### src/ccr_pkg.sv
// Contract
// - twelve counter channels numbered 1 to 12; other channel numbers are refused
// - host reads back the mode and current count of the selected channel
// - host reads count and status byte of the selected channel
// - 8-bit output port drives pins with the value the host writes
// - 8-bit input port lets the host read pin states
// - channel 11 always runs from the 8 MHz base clock
// - channel 12 always runs from channel 11 output
// - channels 1 to 10: code 0 external, 1 preceding, 2 shared, 3 channel ten
// - shared clock select: 0 base clock, 1 channel eleven output
// - debounce select: 0 channel eleven output, 1 the 2 MHz clock
// - timer interrupt from channel twelve output, external from interrupt pin
// - each interrupt source has an enable bit; 0 blocks, 1 allows
// - one status bit per source shows which source requested
// - a request stays pending until cleared; no new request meanwhile
package ccr_pkg;
  localparam int          NUM_CH      = 12;
  localparam int          NUM_ROUTED  = 10;
  // bit index of channel n in the per-channel vectors is n-1
  localparam int          IDX_TEN     = 9;
  localparam int          IDX_ELEVEN  = 10;
  localparam int          IDX_TWELVE  = 11;
  localparam logic [3:0]  CH_MIN      = 4'h1;
  localparam logic [3:0]  CH_MAX      = 4'hc;
  localparam logic [2:0]  MODE_STOP   = 3'h5;
  localparam logic [2:0]  MODE_MAX    = 3'h5;

  localparam logic [7:0]  OFS_CLKSEL  = 8'h00;
  localparam logic [7:0]  OFS_DOUT    = 8'h04;
  localparam logic [7:0]  OFS_DIN     = 8'h08;
  localparam logic [7:0]  OFS_IRQ_EN  = 8'h0c;
  localparam logic [7:0]  OFS_IRQ_ST  = 8'h10;
  localparam logic [7:0]  OFS_CH_SEL  = 8'h14;
  localparam logic [7:0]  OFS_LOAD    = 8'h18;
  localparam logic [7:0]  OFS_RDBACK  = 8'h1c;

  localparam int          SHARED_BIT  = 20;
  localparam int          DEBNC_BIT   = 21;
  localparam int          LOAD_VAL_LO = 16;
  localparam int          RB_MODE_LO  = 16;
  localparam int          RB_STAT_LO  = 24;
  localparam int          IRQ_TIMER   = 0;
  localparam int          IRQ_EXT     = 1;

  localparam logic [1:0]  SRC_EXT     = 2'h0;
  localparam logic [1:0]  SRC_PREV    = 2'h1;
  localparam logic [1:0]  SRC_SHARED  = 2'h2;
  localparam logic [1:0]  SRC_TEN     = 2'h3;

  localparam longint      CLK_HZ      = 200000000;
  localparam longint      DB_HZ       = 2000000;
  localparam int          DB_HALF     = int'(CLK_HZ / (2 * DB_HZ));
  localparam logic [6:0]  DB_HALF_M1  = 7'(DB_HALF - 1);
endpackage : ccr_pkg

### src/ccr_route_if.sv
`timescale 1ns/1ps
interface ccr_route_if;
  logic [19:0] clock_source_code;
  logic        shared_clock_select;
  logic        debounce_select;
  logic [11:0] cout_s;
  logic [9:0]  ext_s;
  logic        base_s;
  logic        clk_2mhz;
  logic [11:0] channel_clock;
  logic        shared_clock;
  logic        debounce_clock;

  modport ctrl (output clock_source_code, shared_clock_select, debounce_select,
                output cout_s, ext_s, base_s, clk_2mhz,
                input  channel_clock, shared_clock, debounce_clock);
  modport router (input  clock_source_code, shared_clock_select, debounce_select,
                  input  cout_s, ext_s, base_s, clk_2mhz,
                  output channel_clock, shared_clock, debounce_clock);
endinterface : ccr_route_if

### src/ccr_router.sv
`timescale 1ns/1ps
module ccr_router (
  input wire logic   ref_clk,
  input wire logic   arst_n,
  ccr_route_if.router rt
);
  logic [11:0] clk_d;
  logic [11:0] clk_q;
  logic        shared_d;
  logic        shared_q;
  logic        debnc_d;
  logic        debnc_q;

  always_comb begin
    shared_d = rt.shared_clock_select ? rt.cout_s[ccr_pkg::IDX_ELEVEN] : rt.base_s;
    debnc_d  = rt.debounce_select ? rt.clk_2mhz : rt.cout_s[ccr_pkg::IDX_ELEVEN];
  end

  // channel 1 has no predecessor; its code 1 wraps to channel 12
  for (genvar i = 0; i < ccr_pkg::NUM_ROUTED; i++) begin : g_ch
    localparam int PREV = (i == 0) ? ccr_pkg::IDX_TWELVE : i - 1;
    always_comb begin
      case (rt.clock_source_code[2*i +: 2])
        ccr_pkg::SRC_EXT:    clk_d[i] = rt.ext_s[i];
        ccr_pkg::SRC_PREV:   clk_d[i] = rt.cout_s[PREV];
        ccr_pkg::SRC_SHARED: clk_d[i] = shared_q;
        ccr_pkg::SRC_TEN:    clk_d[i] = rt.cout_s[ccr_pkg::IDX_TEN];
        default:             clk_d[i] = 1'b0;
      endcase
    end
  end

  always_comb begin
    clk_d[ccr_pkg::IDX_ELEVEN] = rt.base_s;
    clk_d[ccr_pkg::IDX_TWELVE] = rt.cout_s[ccr_pkg::IDX_ELEVEN];
  end

  always_ff @(posedge ref_clk or negedge arst_n) begin
    if (!arst_n) begin
      clk_q    <= 12'h000;
      shared_q <= 1'b0;
      debnc_q  <= 1'b0;
    end else begin
      clk_q    <= clk_d;
      shared_q <= shared_d;
      debnc_q  <= debnc_d;
    end
  end

  assign rt.channel_clock  = clk_q;
  assign rt.shared_clock   = shared_q;
  assign rt.debounce_clock = debnc_q;
endmodule : ccr_router

### src/ccr_top.sv
// Design decisions made here: the register offsets and the APB register port.
`timescale 1ns/1ps
module ccr_top (
  input  wire logic        ref_clk,
  input  wire logic        arst_n,
  // apb slave
  input  wire logic        psel,
  input  wire logic        penable,
  input  wire logic        pwrite,
  input  wire logic [7:0]  paddr,
  input  wire logic [31:0] pwdata,
  output logic      [31:0] prdata,
  output logic             pready,
  output logic             pslverr,
  // clock pins, bit 0 is channel 1
  input  wire logic [9:0]  channel_external_clock_in,
  input  wire logic [11:0] channel_output_in,
  input  wire logic        base_8mhz_clock,
  input  wire logic        external_interrupt_in,
  output logic      [11:0] channel_clock,
  output logic             shared_clock,
  output logic             debounce_clock,
  // digital ports
  output logic      [7:0]  dout_pins,
  input  wire logic [7:0]  din_pins,
  // counter chip access
  output logic      [3:0]  channel_number,
  output logic             cnt_load,
  output logic      [2:0]  cnt_mode,
  output logic      [15:0] cnt_value,
  input  wire logic [15:0] cnt_rb_count,
  input  wire logic [2:0]  cnt_rb_mode,
  input  wire logic [7:0]  cnt_rb_status,
  // interrupt
  output logic             irq
);
  localparam int SYNC_W = 59;

  // ---------------------------------------------------------------- synchroniser
  // pins and chip readback cross into ref_clk through two flops; only sync_q is read
  logic [SYNC_W-1:0] async_in;
  logic [SYNC_W-1:0] meta_d;
  logic [SYNC_W-1:0] meta_q;
  logic [SYNC_W-1:0] sync_d;
  logic [SYNC_W-1:0] sync_q;

  assign async_in = {cnt_rb_status, cnt_rb_mode, cnt_rb_count, din_pins,
                     external_interrupt_in, base_8mhz_clock,
                     channel_output_in, channel_external_clock_in};

  always_comb begin
    meta_d = async_in;
    sync_d = meta_q;
  end

  always_ff @(posedge ref_clk or negedge arst_n) begin
    if (!arst_n) begin
      meta_q <= '0;
      sync_q <= '0;
    end else begin
      meta_q <= meta_d;
      sync_q <= sync_d;
    end
  end

  logic [9:0]  ext_s;
  logic [11:0] cout_s;
  logic        base_s;
  logic        xirq_s;
  logic [7:0]  din_s;
  logic [15:0] rb_count_s;
  logic [2:0]  rb_mode_s;
  logic [7:0]  rb_status_s;

  assign ext_s       = sync_q[9:0];
  assign cout_s      = sync_q[21:10];
  assign base_s      = sync_q[22];
  assign xirq_s      = sync_q[23];
  assign din_s       = sync_q[31:24];
  assign rb_count_s  = sync_q[47:32];
  assign rb_mode_s   = sync_q[50:48];
  assign rb_status_s = sync_q[58:51];

  // ---------------------------------------------------------------- 2 mhz divider
  logic [6:0] div_d;
  logic [6:0] div_q;
  logic       c2m_d;
  logic       c2m_q;

  always_comb begin
    div_d = div_q + 7'h01;
    c2m_d = c2m_q;
    if (div_q == ccr_pkg::DB_HALF_M1) begin
      div_d = 7'h00;
      c2m_d = ~c2m_q;
    end
  end

  always_ff @(posedge ref_clk or negedge arst_n) begin
    if (!arst_n) begin
      div_q <= 7'h00;
      c2m_q <= 1'b0;
    end else begin
      div_q <= div_d;
      c2m_q <= c2m_d;
    end
  end

  // ---------------------------------------------------------------- apb decode
  logic setup;
  logic wr_acc;

  assign setup  = psel & ~penable;
  assign wr_acc = psel & penable & pwrite;
  assign pready = 1'b1;

  logic [19:0] codes_q;
  logic [19:0] codes_d;
  logic        shsel_q;
  logic        shsel_d;
  logic        dbsel_q;
  logic        dbsel_d;
  logic [7:0]  dout_q;
  logic [7:0]  dout_d;
  logic [1:0]  en_q;
  logic [1:0]  en_d;
  logic [1:0]  st_q;
  logic [1:0]  st_d;
  logic [3:0]  chan_q;
  logic [3:0]  chan_d;
  logic [2:0]  mode_q;
  logic [2:0]  mode_d;
  logic [15:0] val_q;
  logic [15:0] val_d;
  logic        load_q;
  logic        load_d;
  logic [31:0] rdata_q;
  logic [31:0] rdata_d;
  logic        err_q;
  logic        err_d;

  logic [3:0]  wchan;
  logic        wchan_ok;
  logic [2:0]  wmode;

  assign wchan    = pwdata[3:0];
  assign wchan_ok = (wchan >= ccr_pkg::CH_MIN) && (wchan <= ccr_pkg::CH_MAX);
  assign wmode    = pwdata[2:0];

  // answer prepared in the setup cycle, shown in the access cycle
  always_comb begin
    rdata_d = rdata_q;
    err_d   = err_q;
    if (setup) begin
      rdata_d = 32'h0000_0000;
      err_d   = 1'b0;
      case (paddr)
        ccr_pkg::OFS_CLKSEL: begin
          rdata_d[19:0]                = codes_q;
          rdata_d[ccr_pkg::SHARED_BIT] = shsel_q;
          rdata_d[ccr_pkg::DEBNC_BIT]  = dbsel_q;
        end
        ccr_pkg::OFS_DOUT:   rdata_d[7:0] = dout_q;
        ccr_pkg::OFS_DIN:    rdata_d[7:0] = din_s;
        ccr_pkg::OFS_IRQ_EN: rdata_d[1:0] = en_q;
        ccr_pkg::OFS_IRQ_ST: rdata_d[1:0] = st_q;
        ccr_pkg::OFS_CH_SEL: begin
          rdata_d[3:0] = chan_q;
          err_d        = pwrite & ~wchan_ok;
        end
        ccr_pkg::OFS_LOAD: begin
          rdata_d[2:0]                         = mode_q;
          rdata_d[ccr_pkg::LOAD_VAL_LO +: 16]  = val_q;
          err_d                                = pwrite & (wmode > ccr_pkg::MODE_MAX);
        end
        ccr_pkg::OFS_RDBACK: begin
          rdata_d[15:0]                      = rb_count_s;
          rdata_d[ccr_pkg::RB_MODE_LO +: 3]  = rb_mode_s;
          rdata_d[ccr_pkg::RB_STAT_LO +: 8]  = rb_status_s;
        end
        default: err_d = 1'b1;
      endcase
    end
  end

  // ---------------------------------------------------------------- register writes
  logic [1:0] ev_set;
  logic [1:0] ev_clr;

  always_comb begin
    codes_d = codes_q;
    shsel_d = shsel_q;
    dbsel_d = dbsel_q;
    dout_d  = dout_q;
    en_d    = en_q;
    chan_d  = chan_q;
    mode_d  = mode_q;
    val_d   = val_q;
    load_d  = 1'b0;
    ev_clr  = 2'b00;
    if (wr_acc && !err_q) begin
      case (paddr)
        ccr_pkg::OFS_CLKSEL: begin
          codes_d = pwdata[19:0];
          shsel_d = pwdata[ccr_pkg::SHARED_BIT];
          dbsel_d = pwdata[ccr_pkg::DEBNC_BIT];
        end
        ccr_pkg::OFS_DOUT:   dout_d = pwdata[7:0];
        ccr_pkg::OFS_IRQ_EN: en_d   = pwdata[1:0];
        ccr_pkg::OFS_IRQ_ST: ev_clr = pwdata[1:0];
        ccr_pkg::OFS_CH_SEL: chan_d = wchan;
        ccr_pkg::OFS_LOAD: begin
          mode_d = wmode;
          val_d  = pwdata[ccr_pkg::LOAD_VAL_LO +: 16];
          load_d = 1'b1;
        end
        default: ;
      endcase
    end
  end

  // ---------------------------------------------------------------- interrupt sources
  // history flops reset low, the idle level of both sources, so no false edge follows reset
  logic tmr_prev_d;
  logic tmr_prev_q;
  logic xirq_prev_d;
  logic xirq_prev_q;

  always_ff @(posedge ref_clk or negedge arst_n) begin
    if (!arst_n) begin
      tmr_prev_q  <= 1'b0;
      xirq_prev_q <= 1'b0;
    end else begin
      tmr_prev_q  <= tmr_prev_d;
      xirq_prev_q <= xirq_prev_d;
    end
  end

  always_comb begin
    tmr_prev_d                 = cout_s[ccr_pkg::IDX_TWELVE];
    xirq_prev_d                = xirq_s;
    ev_set[ccr_pkg::IRQ_TIMER] = cout_s[ccr_pkg::IDX_TWELVE] & ~tmr_prev_q;
    ev_set[ccr_pkg::IRQ_EXT]   = xirq_s & ~xirq_prev_q;
    // a pending bit absorbs further events until cleared; set beats clear
    st_d = (st_q & ~ev_clr) | ev_set;
  end

  always_ff @(posedge ref_clk or negedge arst_n) begin
    if (!arst_n) begin
      codes_q <= 20'h00000;
      shsel_q <= 1'b0;
      dbsel_q <= 1'b0;
      dout_q  <= 8'h00;
      en_q    <= 2'h0;
      st_q    <= 2'h0;
      chan_q  <= ccr_pkg::CH_MIN;
      mode_q  <= 3'h0;
      val_q   <= 16'h0000;
      load_q  <= 1'b0;
      rdata_q <= 32'h0000_0000;
      err_q   <= 1'b0;
    end else begin
      codes_q <= codes_d;
      shsel_q <= shsel_d;
      dbsel_q <= dbsel_d;
      dout_q  <= dout_d;
      en_q    <= en_d;
      st_q    <= st_d;
      chan_q  <= chan_d;
      mode_q  <= mode_d;
      val_q   <= val_d;
      load_q  <= load_d;
      rdata_q <= rdata_d;
      err_q   <= err_d;
    end
  end

  // ---------------------------------------------------------------- clock routing
  ccr_route_if rt ();

  assign rt.clock_source_code   = codes_q;
  assign rt.shared_clock_select = shsel_q;
  assign rt.debounce_select     = dbsel_q;
  assign rt.cout_s              = cout_s;
  assign rt.ext_s               = ext_s;
  assign rt.base_s              = base_s;
  assign rt.clk_2mhz            = c2m_q;

  ccr_router u_router (
    .ref_clk (ref_clk),
    .arst_n  (arst_n),
    .rt      (rt.router)
  );

  // ---------------------------------------------------------------- outputs
  assign channel_clock  = rt.channel_clock;
  assign shared_clock   = rt.shared_clock;
  assign debounce_clock = rt.debounce_clock;
  assign dout_pins      = dout_q;
  assign channel_number = chan_q;
  assign cnt_load       = load_q;
  assign cnt_mode       = mode_q;
  assign cnt_value      = val_q;
  assign prdata         = rdata_q;
  assign pslverr        = psel & penable & err_q;
  assign irq            = |(st_q & en_q);
endmodule : ccr_top

### config.mk
export PLATFORM = sky130hd
export DESIGN_NAME = ccr_top
export DESIGN_NICKNAME = d
export VERILOG_FILES = /design/src/ccr_pkg.sv /design/src/ccr_route_if.sv /design/src/ccr_router.sv /design/src/ccr_top.sv
export SDC_FILE = /design/constraint.sdc
export NUM_CORES = 1
export LEC_CHECK = 0
export ABC_AREA = 1
export BUFFER_PORTS_ARGS = -buffer_cell sky130_fd_sc_hd__buf_2
export CAP_MARGIN = 30
export CORE_MARGIN = 3
export CORE_UTILIZATION = 40
export CTS_CLUSTER_SIZE = 12
export DETAILED_ROUTE_END_ITERATION = 6
export GPL_TIMING_DRIVEN = 0
export PLACE_DENSITY = 0.73
export SLEW_MARGIN = 10
export SYNTH_ARGS = -nofsm -noshare
export SYNTH_HDL_FRONTEND = slang
export SYNTH_SLANG_ARGS = --single-unit
### constraint.sdc
create_clock -name ref_clk -period 1.3 [get_ports ref_clk]
set_input_delay 0.065 -clock ref_clk [delete_from_list [all_inputs] [get_ports ref_clk]]
set_output_delay 0.065 -clock ref_clk [all_outputs]
set_load 0.1 [all_outputs]
==> results.yml <==
run_status:
  outcome: "complete, but fails checks"
  violations_in_the_final_reports: "hold timing, setup timing"
clocking:
  cts_tree: "built"
  h_tree_level_count: 1
  insertion_delay_ps: 510
  cts_made_buffers: 25
  cts.root.buffer_cell: "sky130_fd_sc_hd__clkbuf_16"
  clock_path_buffers: 3
  clk_pin_slew_worst_paths_ps: 60
  tritoncts_num_sinks: 233
final_layout:
  fin_nets: 1212
  register_area_sq_um: 5856
  synthToLayoutAreaGrowth_pct: 48.80
  multi_input_area_sq_um: 2464
  post_route_cells_drive_above_1_share: 0.3402
  final_cells: 1391
  fillCellCount: 1634
logic_synthesis:
  ys_top_cells_by_area: "sky130_fd_sc_hd__dfrtp_1 (69%), sky130_fd_sc_hd__nand2_1 (8.5%), sky130_fd_sc_hd__nor2_1 (3.4%)"
  synth.largest_area_cell: "sky130_fd_sc_hd__dfrtp_1"
  synthDominantCellAreaShare: 0.6920
  synthesis.area_per_instance_sq_um: 10.84
  postSynthNetCount: 880
  asyncSetResetFlopFracSynth: 1.000
  number_of_flops_mapped_to_enable_cells_by_yosys: 0
  synth_cell_type_count: 35
  syn-instance-count: 774
  synth_seq_cells: 233
  yosysSeqAreaShare: 0.6952
  synthTopCellsByCount: "sky130_fd_sc_hd__dfrtp_1 (232), sky130_fd_sc_hd__nand2_1 (190), sky130_fd_sc_hd__nor2_1 (75)"
  ys_warn_count: 0
  yosysMostFrequentCell: "sky130_fd_sc_hd__dfrtp_1"
  synthFlopType: "sky130_fd_sc_hd__dfrtp_1"
  netlist_area_sq_um: 8389
floorplanning:
  floorplan.rows: 52
  dieWidth_microns: 150.8
  floorplan.die.height_microns: 150.8
  floorplan.die_area_sq_um: 22750
  fp.coreArea_sq_um: 20430
  start_util: 0.4106
  num_io_pins: 185
timing:
  finalHoldWorstSlack_ps: -14.62
  final_setup_violation_count: 50
  rsz_0062_raised_after_global_routing: "true"
  number_of_hold_violations_in_the_final_report: 22
  worst_clock_skew_ps: 9.003
  achievable-frequency_ghz: 0.7128
  fin_worst_setup_slack_ps: -102.9
  time_the_final_worst_path_needs_with_i_o_delays_and_setup_ps: 1403
  fin_crit_sh: 1.079
  final_max_slew_viol_count: 0
  max_slew.worst_pin.slew_ps: 662.2
  max_slew_margin_vs_limit: 0.5586
worst_setup_path:
  cp-start-kind: "flop"
  setup.worst_path.end_class: "primary output"
  worstPathCellList: "a22o_1, buf_12"
  worst-r2r-setup-slack_ps: -100
  critical_path_arrival_ps: 1340
  timing.critical_path.required_ps: 1240
  worst_path_max_delay_cell: "sky130_fd_sc_hd__dfrtp_1"
  worstPathMaxFanout: 2
  cpPeakStageDelay_ps: 380
  timing_worst_setup_path_type: "reg -> out"
placed_design:
  placed_cells_incl_taps: 1229
  port-buffer-count: 183
  place_congestion: 0.8410
  hpwl_microns: 14890
power_and_ir_drop:
  power_density_nw_per_um2: 1331
  power.share.clock: 0.414
  vdd.ir_drop.worst_uv: 1160
  power.share.switching: 0.2563
  switching_power_mw: 4.258
  power.total_mw: 16.61
  p_leak_nw: 6.061
  sequentialPowerShare: 0.464
  cellInternalPower_mw: 12.35
  power_frac_comb: 0.122
global_route:
  grt.total_usage: 0.2075
  global_route.overflow_total: 0
  first_pass_grt_wire_length_microns: 36280
  pin_count_of_the_biggest_net_entering_global_routing: 111
  antenna_found_initial: 0
  grt_pass1_vias: 6840
drt:
  first_drt_iteration_drcs: 298
  drt-pass1-iter-count: 7
  post-route-drc-count: 0
  totalWireLength_microns: 24030
  detail_route.vias_per_cell: 4.749
  detailroute.via_count: 6606
  route.detailed.wl_per_inst_microns: 17.27
  detail-route-antenna-nets: 0
flow_run:
  number_of_max_capacitance_violations_reported: 0
worst_hold_path:
  timing.hold.worst.class: "in -> async"
## flip-flops by register name, summed over array words and instances (netlist names), 2 cells and up
| signal | flops |
|---|---|
| div_q | 7 |
| meta_q | 59 |
| prdata | 32 |
| cnt_value | 16 |
| st_q | 2 |
| channel_number | 4 |
| cnt_mode | 3 |
| codes_q | 20 |
| dout_pins | 8 |
| sync_q | 59 |
| en_q | 2 |
| u_router.rt.channel_clock | 12 |
## final timing paths
path / from / to / cells past startpoint
min in group ref_clk: paddr[2] / en_q[1] / 5
hold reg to reg: meta_q[11] / sync_q[11] / 0
max in group asynchronous: arst_n / u_router.rt.shared_clock / 3
hold / removal: arst_n / meta_q[29] / 2
setup / recovery: en_q[0] / irq / 2
setup reg to reg: err_q / cnt_value[14] / 8
## cell usage in the layout, fill, tap and decap left out, drive strengths merged
cell type	count
a21oi	35
a22o	1
a31oi	10
buf	230
bufinv	2
clkbuf	42
clkinv	2
clkinvlp	1
conb	1
dfrtp	232
dfstp	1
diode	1
dlygate4sd3	94
ha	2
inv	63
nand2	196
nand3	38
nand4	4
nor2	86
nor3	1
o211ai	1
o21a	3
o21ai	61
o22ai	5
o31ai	2
o32ai	5
xnor2	1
xor2	1
## stage by stage
step	hold slack (ps)	utilization	cell area, sq um	setup WS [ps]	setup TNS, ps
global route	2.722	0.6109	12480	-161.9	-5815
floorplan	-230.6	-	8416	11.88	0
global placement	173.0	0.4733	9669	-4162	-882850
CTS	-25.55	0.5981	12220	-125.9	-2314
detailed placement	-75.06	0.4765	9734	-310.0	-12170
finish	-14.62	0.6110	12480	-102.9	-2696
## cells by family (layout without fill, tap and decap cells)
| family | after synthesis | in the layout | synth area share |
|---|---|---|---|
| adders and majority gates | 2 | 2 | 0.002982 |
| and+or+nand+nor | 324 | 325 | 0.1661 |
| DFF | 233 | 233 | 0.6952 |
| xor gates and xnor gates | 2 | 2 | 0.002088 |
| other | 1 | 2 | 0.0004470 |
| AOI/OAI and AO/OA | 123 | 123 | 0.08292 |
| buffers and inverters | 89 | 434 | 0.05026 |
## power groups by stage
stage / combinational [mW] / clock, mW / sequential, mW
floorplan: 0.283 / 0 / 8.60
global placement: 1.63 / 0 / 7.81
detailed placement: 1.67 / 0 / 7.81
CTS: 2.01 / 7.02 / 7.70
global route: 2.15 / 7.33 / 7.73
finish: 2.03 / 6.88 / 7.70
## final cells by class
class | count | share of cell area
antenna | 1 | 0.0002005
clock inverter | 5 | 0.006214
multi-input combinational | 453 | 0.1974
tap | 270 | 0.02706
timing repair buffer | 305 | 0.2037
clock buffer | 36 | 0.05743
buffer | 25 | 0.01904
inverter | 63 | 0.01995
sequential | 233 | 0.4691
## per-layer routing
metal | routed length (microns) | up-vias | global-route usage
met1 | 9859 | 3190 | 0.2733
li1 | - | 3135 | -
met4 | 648 | 0 | 0.06664
met2 | 11890 | 230 | 0.3503
met3 | 1630 | 51 | 0.03800
met5 | 0 | - | 0
## critical path, delay by kind of cell, from the launching register on
kind	cells	cell delay (ps)
DFF	1	380
AOI/OAI and AO/OA	1	270
buffers and inverters	1	170
## timing repair
action	CTS	global route
hold buffers	94	0
cloned	7	1
hold endpoints to repair	345	0
setup endpoints to repair	143	71
gates resized for setup	162	54
buffers inserted	15	4
pin swaps	8	5
(Power assumes the default switching activity.)
